$ cat src/hw/ris_pkg.sv
package ris_pkg;

  // Register byte addresses; the printed offsets are indices.
  localparam logic [7:0]  IDX_STATUS_PIN_EDGE_RATE    = 8'h31;
  localparam logic [7:0]  IDX_REFERENCE_INPUT_CONFIG  = 8'h32;
  localparam logic [9:0]  ADDR_STATUS_PIN_EDGE_RATE   = {IDX_STATUS_PIN_EDGE_RATE, 2'b00};
  localparam logic [9:0]  ADDR_REFERENCE_INPUT_CONFIG = {IDX_REFERENCE_INPUT_CONFIG, 2'b00};
  localparam logic [9:0]  ADDR_REFERENCE_STATUS       = 10'h0_0D4;

  // Field positions.
  localparam int FIRST_EDGE_LSB  = 0;
  localparam int SECOND_EDGE_LSB = 2;
  localparam int SEL_LSB         = 0;
  localparam int RSVD_LSB        = 2;
  localparam int PRI_BUF_LSB     = 4;
  localparam int SEC_BUF_LSB     = 6;

  // Reset values.
  localparam logic [1:0] EDGE_RESET    = 2'h0;
  localparam logic [1:0] SEC_BUF_RESET = 2'h2;
  localparam logic [1:0] PRI_BUF_RESET = 2'h1;
  localparam logic [1:0] RSVD_RESET    = 2'h1;
  localparam logic [1:0] SEL_RESET     = 2'h1;

  // Edge rate codes.
  localparam logic [1:0] EDGE_FAST = 2'h0;
  localparam logic [1:0] EDGE_SLOW = 2'h2;

  // Buffer type codes.
  localparam logic [1:0] BUF_SINGLE  = 2'h0;
  localparam logic [1:0] BUF_DIFF    = 2'h1;
  localparam logic [1:0] BUF_CRYSTAL = 2'h2;
  localparam logic [1:0] BUF_OFF     = 2'h3;

  // Reference select codes.
  localparam logic [1:0] SEL_AUTO    = 2'h0;
  localparam logic [1:0] SEL_PIN     = 2'h1;
  localparam logic [1:0] SEL_PRIMARY = 2'h2;
  localparam logic [1:0] SEL_SECOND  = 2'h3;

  // Three-level pin levels.
  localparam logic [1:0] PIN_LOW  = 2'h0;
  localparam logic [1:0] PIN_MID  = 2'h1;
  localparam logic [1:0] PIN_HIGH = 2'h2;

  // Resolved reference choice.
  typedef enum logic [2:0] {
    RIS_REF_AUTO    = 3'b001,
    RIS_REF_PRIMARY = 3'b010,
    RIS_REF_SECOND  = 3'b100
  } ris_ref_e;

  localparam logic [1:0] HTRANS_NONSEQ = 2'b10;

endpackage : ris_pkg

$ cat src/hw/ris_ref_decode.sv
`timescale 1ns/10ps
module ris_ref_decode
  import ris_pkg::*;
(
  // Clock and reset.
  input  wire logic       clk,
  input  wire logic       reset,
  // Selection inputs.
  input  wire logic [1:0] sel_code,
  input  wire logic [1:0] pin_level,
  // Registered choice.
  output ris_ref_e        ref_choice_q
);

  ris_ref_e ref_choice_d;

  always_comb
  begin
    case (sel_code)
      SEL_AUTO:    ref_choice_d = RIS_REF_AUTO;
      SEL_PRIMARY: ref_choice_d = RIS_REF_PRIMARY;
      SEL_SECOND:  ref_choice_d = RIS_REF_SECOND;
      default:
      begin
        // Pin is consulted only in pin-controlled mode.
        if (pin_level == PIN_LOW)
          ref_choice_d = RIS_REF_PRIMARY;
        else if (pin_level == PIN_MID)
          ref_choice_d = RIS_REF_SECOND;
        else
          ref_choice_d = RIS_REF_AUTO;
      end
    endcase
  end

  always_ff @(posedge clk)
  begin
    if (reset)
      ref_choice_q <= RIS_REF_AUTO;
    else
      ref_choice_q <= ref_choice_d;
  end

endmodule // ris_ref_decode

$ cat src/hw/ris_regs.sv
// Decided for this implementation: register access over AHB-Lite.
`timescale 1ns/10ps
// Overview of operation
// - Second pin edge: 0 fast, 2 slow
// - First pin edge bits 1:0, reset 0
// - Secondary buffer bits 7:6, reset crystal
// - Primary buffer bits 5:4, reset differential
// - Reference select bits 1:0, reset pin
// - Pin used only in pin-controlled mode
// - Pin low primary, mid secondary, high auto
module ris_regs
  import ris_pkg::*;
(
  // Clock and reset.
  input  wire logic        clk,
  input  wire logic        reset,
  // AHB-Lite slave.
  input  wire logic        hsel,
  input  wire logic [31:0] haddr,
  input  wire logic [1:0]  htrans,
  input  wire logic        hwrite,
  input  wire logic [2:0]  hsize,
  input  wire logic [31:0] hwdata,
  input  wire logic        hready,
  output logic      [31:0] hrdata,
  output logic             hreadyout,
  output logic             hresp,
  // Three-level reference choice pin, already resolved to a level code.
  input  wire logic [1:0]  reference_choice_pin,
  // Pin and buffer controls.
  output logic      [1:0]  first_status_edge_rate,
  output logic      [1:0]  second_status_edge_rate,
  output logic             first_status_slow,
  output logic             second_status_slow,
  output logic      [1:0]  primary_buffer_type,
  output logic      [1:0]  secondary_buffer_type,
  output logic      [1:0]  synth_reference_select,
  output logic      [2:0]  synth_reference_choice
);

  logic [1:0]  first_edge_q;
  logic [1:0]  second_edge_q;
  logic [1:0]  sec_buf_q;
  logic [1:0]  pri_buf_q;
  logic [1:0]  rsvd_q;
  logic [1:0]  sel_q;
  logic        wr_pend_q;
  logic [9:0]  wr_addr_q;
  logic [31:0] hrdata_q;
  ris_ref_e    choice_q;

  wire logic   take = hsel && hready && (htrans == HTRANS_NONSEQ);

  function automatic logic edge_is_slow(input logic [1:0] code);
    edge_is_slow = (code == EDGE_SLOW);
  endfunction

  // Captures a write address phase for the following data phase.
  always_ff @(posedge clk)
  begin
    if (reset)
    begin
      wr_pend_q <= 1'b0;
      wr_addr_q <= 10'h0_000;
    end
    else
    begin
      wr_pend_q <= take && hwrite;
      if (take)
        wr_addr_q <= haddr[9:0];
    end
  end

  // Register writes during the data phase.
  always_ff @(posedge clk)
  begin
    if (reset)
    begin
      first_edge_q  <= EDGE_RESET;
      second_edge_q <= EDGE_RESET;
      sec_buf_q     <= SEC_BUF_RESET;
      pri_buf_q     <= PRI_BUF_RESET;
      rsvd_q        <= RSVD_RESET;
      sel_q         <= SEL_RESET;
    end
    else if (wr_pend_q)
    begin
      if (wr_addr_q == ADDR_STATUS_PIN_EDGE_RATE)
      begin
        first_edge_q  <= hwdata[FIRST_EDGE_LSB +: 2];
        second_edge_q <= hwdata[SECOND_EDGE_LSB +: 2];
      end
      else if (wr_addr_q == ADDR_REFERENCE_INPUT_CONFIG)
      begin
        sec_buf_q <= hwdata[SEC_BUF_LSB +: 2];
        pri_buf_q <= hwdata[PRI_BUF_LSB +: 2];
        rsvd_q    <= hwdata[RSVD_LSB +: 2];
        sel_q     <= hwdata[SEL_LSB +: 2];
      end
    end
  end

  // Read data is registered at the end of the address phase.
  always_ff @(posedge clk)
  begin
    if (reset)
      hrdata_q <= 32'h0000_0000;
    else if (take && !hwrite)
    begin
      if (haddr[9:0] == ADDR_STATUS_PIN_EDGE_RATE)
        hrdata_q <= {28'h000_0000, second_edge_q, first_edge_q};
      else if (haddr[9:0] == ADDR_REFERENCE_INPUT_CONFIG)
        hrdata_q <= {24'h00_0000, sec_buf_q, pri_buf_q, rsvd_q, sel_q};
      else if (haddr[9:0] == ADDR_REFERENCE_STATUS)
        hrdata_q <= {29'h000_0000, choice_q};
      else
        hrdata_q <= 32'h0000_0000;
    end
  end

  ris_ref_decode u_decode (
    .clk          (clk),
    .reset        (reset),
    .sel_code     (sel_q),
    .pin_level    (reference_choice_pin),
    .ref_choice_q (choice_q)
  );

  // Registered pin and buffer controls.
  always_ff @(posedge clk)
  begin
    if (reset)
    begin
      first_status_edge_rate  <= EDGE_RESET;
      second_status_edge_rate <= EDGE_RESET;
      first_status_slow       <= 1'b0;
      second_status_slow      <= 1'b0;
      primary_buffer_type     <= PRI_BUF_RESET;
      secondary_buffer_type   <= SEC_BUF_RESET;
      synth_reference_select  <= SEL_RESET;
      synth_reference_choice  <= RIS_REF_AUTO;
    end
    else
    begin
      first_status_edge_rate  <= first_edge_q;
      second_status_edge_rate <= second_edge_q;
      first_status_slow       <= edge_is_slow(first_edge_q);
      second_status_slow      <= edge_is_slow(second_edge_q);
      primary_buffer_type     <= pri_buf_q;
      secondary_buffer_type   <= sec_buf_q;
      synth_reference_select  <= sel_q;
      synth_reference_choice  <= choice_q;
    end
  end

  always_ff @(posedge clk)
  begin
    if (reset)
    begin
      hreadyout <= 1'b1;
      hresp     <= 1'b0;
    end
    else
    begin
      hreadyout <= 1'b1;
      hresp     <= 1'b0;
    end
  end

  assign hrdata = hrdata_q;

endmodule // ris_regs

$ cat config.mk
export PLATFORM = sky130hd
export DESIGN_NAME = ris_regs
export DESIGN_NICKNAME = d
export VERILOG_FILES = /design/src/hw/ris_pkg.sv /design/src/hw/ris_ref_decode.sv /design/src/hw/ris_regs.sv
export SDC_FILE = /design/constraint.sdc
export NUM_CORES = 1
export LEC_CHECK = 0
export BUFFER_PORTS_ARGS = -buffer_cell sky130_fd_sc_hd__clkbuf_2
export CAP_MARGIN = 5
export CORE_MARGIN = 3
export CORE_UTILIZATION = 42
export DETAILED_ROUTE_END_ITERATION = 8
export PLACE_DENSITY = 0.85
export SLEW_MARGIN = 25
export SYNTH_ARGS = -nofsm -noshare
export SYNTH_HDL_FRONTEND = slang
export SYNTH_SLANG_ARGS = --single-unit
$ cat constraint.sdc
create_clock -name clk -period 2.5 [get_ports clk]
set_input_delay 0.125 -clock clk [delete_from_list [all_inputs] [get_ports clk]]
set_output_delay 0.125 -clock clk [all_outputs]
set_load 0.01 [all_outputs]
After elaboration in Yosys (flattened, before gate mapping):

Cells that the tools add are included.
Widths: inputs -> output; s select.

* flip-flop bits (word level): 73
* bits of input ports: 76
* output and inout bits: 49

* eq/ne operators: 11
* mux-type cells: 6
* bitwise operators: 1
* reduce and logical (&&, ||, !) cells: 9

Operators by type and width (number)
* $eq 10x8->1 const B: 5
* $mux 8: 2
* $eq 2x2->1 const B: 5
* $mux 3: 3
* $pmux 3 s3: 1
* $logic_and 1x1->1: 4
* $logic_not 2->1: 2
* $reduce_and 3->1: 1
* $eq 2x1->1 const B: 1
* $reduce_and 2->1: 1
* $logic_not 1->1: 1
* $not 1->1: 1

Logic depth before layout (Yosys ltp):

* depth after elaboration: 4
* mapped depth: 5
* depth with buffers taken out: 4

Modules after synthesis:

A second synthesis with hierarchy kept.

* cells, all modules: 215
* area total of the unflattened synthesis: 2052.0 um2

Modules (own cells, without submodules)
* ris_regs: instances 1, cells each 204, area an instance 1934.4 um2
* ris_ref_decode: instances 1, cells each 11, area an instance 117.6 um2

Least setup slack after synthesis:

No wires, ideal clock.

* path type: flip-flop to flip-flop
* start: register wr_addr_q[1]
* end: register pri_buf_q[0]
* setup time: 119 ps
* data arrival time: 1663 ps
* path slack: 719 ps
* stages on the path, launching flop included: 6
* path buffers: 1
* clock period less this slack: 1781 ps
* cell sequence: dfxtp_1 -> or4b_4 -> or4_4 -> buf_6 -> nor3_2 -> a21oi_1

* longest elaborated chain between the ends: 3
* elaborated cells between the ends (all ways): 4
* classes of those cells: eq/ne (2); bitwise (1); reduce/logical (1)

Ends and longest elaborated chain
* start: declaration: line ris_regs.sv:48 `logic [9:0] wr_addr_q;`
* start signal: assignment: line ris_regs.sv:70 `wr_addr_q <= haddr[9:0];`
* $eq 10x8->1: line ris_regs.sv:88 `if (wr_addr_q == ADDR_STATUS_PIN_EDGE_RATE)`
* $not 1->1 (no source line)
* $reduce_and 3->1 (no source line) (*)
* end signal: assignment: line ris_regs.sv:96 `pri_buf_q <= hwdata[PRI_BUF_LSB +: 2];`
* end: declaration: line ris_regs.sv:44 `logic [1:0] pri_buf_q;`

Every way passes the cells marked *; elsewhere a longest branch is shown, timed or not.
A chain may end at the register's enable or synchronous reset.

Final worst setup path:

* start: register wr_addr_q[8]
* end: register first_edge_q[0]

* longest elaborated chain between the ends: 2

Ends and longest elaborated chain
* $eq 10x8->1: line ris_regs.sv:88
* $reduce_and 2->1 (no source line)
* end signal: assignment: line ris_regs.sv:90 `first_edge_q <= hwdata[FIRST_EDGE_LSB +: 2];`
* end: declaration: line ris_regs.sv:41 `logic [1:0] first_edge_q;`

No other way between the ends.

==> flow_metrics.tcl <==
set metrics [dict create \
    path_buf_inv 0 \
    slew_violations 0 \
    core_mm2 0.004504 \
    syn_area_per_cell_um2 8.935 \
    initial_core_util 0.4503 \
    dpl_worst_slack_ns 0.6457 \
    htree_levels 2 \
    antenna_found_initial 0 \
    crit_path_max_incr_delay_ns 0.72 \
    combinationalPowerShare 0.061 \
    p_clk_frac 0.387 \
    numPortBuffers 49 \
    setup_ws_ns 0.6430 \
    synth_seq_area_share 0.4837 \
    fin_nets 348 \
    start_kind "register" \
    grt.overflow.total 0 \
    final_util 0.5114 \
    critPathTopFamily "simple AND/OR/NAND/NOR gates" \
    worstPathMaxFanout 4 \
    diodes 0 \
    cts_inserted_buffers 5 \
    cts_hold_buf 0 \
    fmax_mhz 538.5 \
    power.leakage_nw 0.9487 \
    fp.dieH_um 75.49 \
    grt_max_degree 49 \
    vias 1534 \
    syn_area_mm2 0.002028 \
    cts_tree "yes" \
    pwr-share-seq 0.552 \
    maxSlewHeadroom 0.3869 \
    rsz0062_at_grt "false" \
    routed_via_density 4.720 \
    clock-root-buffer "clkbuf_8" \
    path_clk_slew_ns 0.09 \
    end_kind "register" \
    worstSkewPairLatency_ns 0.30 \
    io_pins 125 \
    swShare 0.2212 \
    synth_cell_types 31 \
    power_density_mw_per_mm2 622.2 \
    hold_class "input port to register" \
    critPathSlowestCell "or4b_2" \
    fin_crit_ns 1.857 \
    routabilityCongestion 0.7564 \
    area_delta_synth_final_pct 13.57 \
    setup_tns_ns 0 \
    switching_power_uw 317.1 \
    peakVddDrop_mv 0.2377 \
    wl_per_cell_um 12.04 \
    cp.arrival_ns 2.02 \
    post-route-period-util 0.7428 \
    grt_pass1_wl_mm 6.265 \
    num_rows 24 \
    cap_violations 0 \
    critical_path_class "register to register" \
    yosys_warnings 0 \
    worstPathCellList "or4b_2 > nor4_4 > mux2i_1 > nor2_1" \
    die_x_um 75.49 \
    grt_pass1_vias 1397 \
    routed_wirelength_mm 3.914 \
    p_int_mw 1.116 \
    fillers 433 \
    drtAntennaViolNets 0 \
    cts_setup_buffers 0 \
    clockBufferDepth 2 \
    cts_num_sinks 49 \
    finalHoldViolations 0 \
    first_pass_iters 4 \
    layout-drive-gt1-share 0.2527 \
    post-route-drc-count 0 \
    syn_inst 227 \
    drt-initial-drc-count 117 \
    finalClockSkew_ns 0.005311 \
    synth-seq-cells 49 \
    grt_usage 0.1459 \
    post_cts_resized 0 \
    dpl.hpwl_mm 2.930 \
    status "completed" \
    dieArea_mm2 0.005699 \
    rrSetupSlack_ns 0.64 \
    setup_violations 0 \
    required_ns 2.66 \
    worst_pin_slew_ns 0.9196 \
]
-- state kept, by name, summed over array words and instances (netlist names) --
signal,flops
wr_addr_q,10
hrdata,8
synth_reference_choice,3
u_decode.ref_choice_q,3
first_edge_q,2
first_status_edge_rate,2
pri_buf_q,2
primary_buffer_type,2
rsvd_q,2
sec_buf_q,2
second_edge_q,2
second_status_edge_rate,2
secondary_buffer_type,2
sel_q,2
synth_reference_select,2
first_status_slow,1
second_status_slow,1
wr_pend_q,1
-- cells by family after synthesis --
logic type,count (synthesis),share of synthesized area
simple gates,88,0.2437
flops,49,0.4837
buf+inv,44,0.1351
compound gates,36,0.09438
mux,8,0.03948
other cells,2,0.003703
-- cell type report --
class | count | area (um^2) | area share
clock buffers | 6 | 72.57 | 0.03150
clock inverters | 2 | 38.79 | 0.01684
inverters | 8 | 30.03 | 0.01304
multi-input cells | 158 | 863.3 | 0.3748
flip-flops and latches | 49 | 980.9 | 0.4259
well taps | 52 | 65.06 | 0.02825
repair buffers | 50 | 252.7 | 0.1097
-- stage by stage --
stage	hold slack [ns]	instance area, um^2	std cells	power [mW]
4_1_cts	0.05504	2303	325	1.444
6_report	0.05932	2303	325	1.433
5_1_grt	0.05190	2303	325	1.497
2_1_floorplan	0.2041	2118	251	0.8948
3_3_place_gp	0.3657	2192	317	0.8940
3_5_place_dp	0.3747	2192	317	0.8959
-- cell usage after synthesis, drive strengths merged --
cell type	number	share of area
a21oi	32	0.079
a22o	1	0.0043
and2	1	0.0031
and3	1	0.0031
and4b	1	0.0049
buf	30	0.11
clkbuf	6	0.011
conb	2	0.0037
dfxtp	49	0.48
inv	8	0.015
mux2i	8	0.039
nand2	33	0.061
nand2b	1	0.0031
nand3	4	0.0099
nand3b	1	0.0037
nand4b	2	0.0086
nor2	17	0.031
nor2b	8	0.025
nor3	7	0.027
nor3b	2	0.0074
nor4	3	0.024
o31ai	3	0.011
or2	2	0.0062
or3	1	0.0031
or4	1	0.0056
or4b	3	0.017
-- per-layer routing --
layer	global-route usage	wire, um	up-vias
met5	0	0	-
li1	-	-	793
met2	0.2550	1978	60
met4	0.04660	24	0
met1	0.1652	1574	679
met3	0.05277	337	2
-- worst reg2reg max path, stage by stage, from the launching register on --
cell and delay (ns):
dfxtp_1 0.33, or4b_2 0.72, nor4_4 0.36, mux2i_1 0.25, nor2_1 0.05
-- cell usage in the layout (no fill, tap or decap), types with 5 or more instances in the layout --
cell	Yosys	layout
dfxtp_1	49	49
clkbuf_2	0	49
nand2_1	33	33
a21oi_1	32	32
conb_1	2	26
nor2_1	17	17
inv_1	8	8
nor2b_1	8	8
mux2i_1	8	8
clkbuf_8	0	5
-- power groups by stage --
stage	Clock, mW	Sequential (mW)	Combinational [mW]
floorplan	0	0.809	0.0856
detailed placement	0	0.810	0.0863
finish	0.554	0.791	0.0876
global route	0.606	0.792	0.0983
global placement	0	0.809	0.0848
CTS	0.566	0.791	0.0868
-- path summary, 6_finish.rpt --
path | from | to | depth (start not counted)
setup / recovery | wr_addr_q[8] | first_edge_q[0] | 4
hold / removal | haddr[5] | wr_addr_q[5] | 3
setup reg to reg | wr_addr_q[8] | first_edge_q[0] | 4
hold reg to reg | hrdata[4] | hrdata[4] | 2
(Power assumes the default switching activity.)
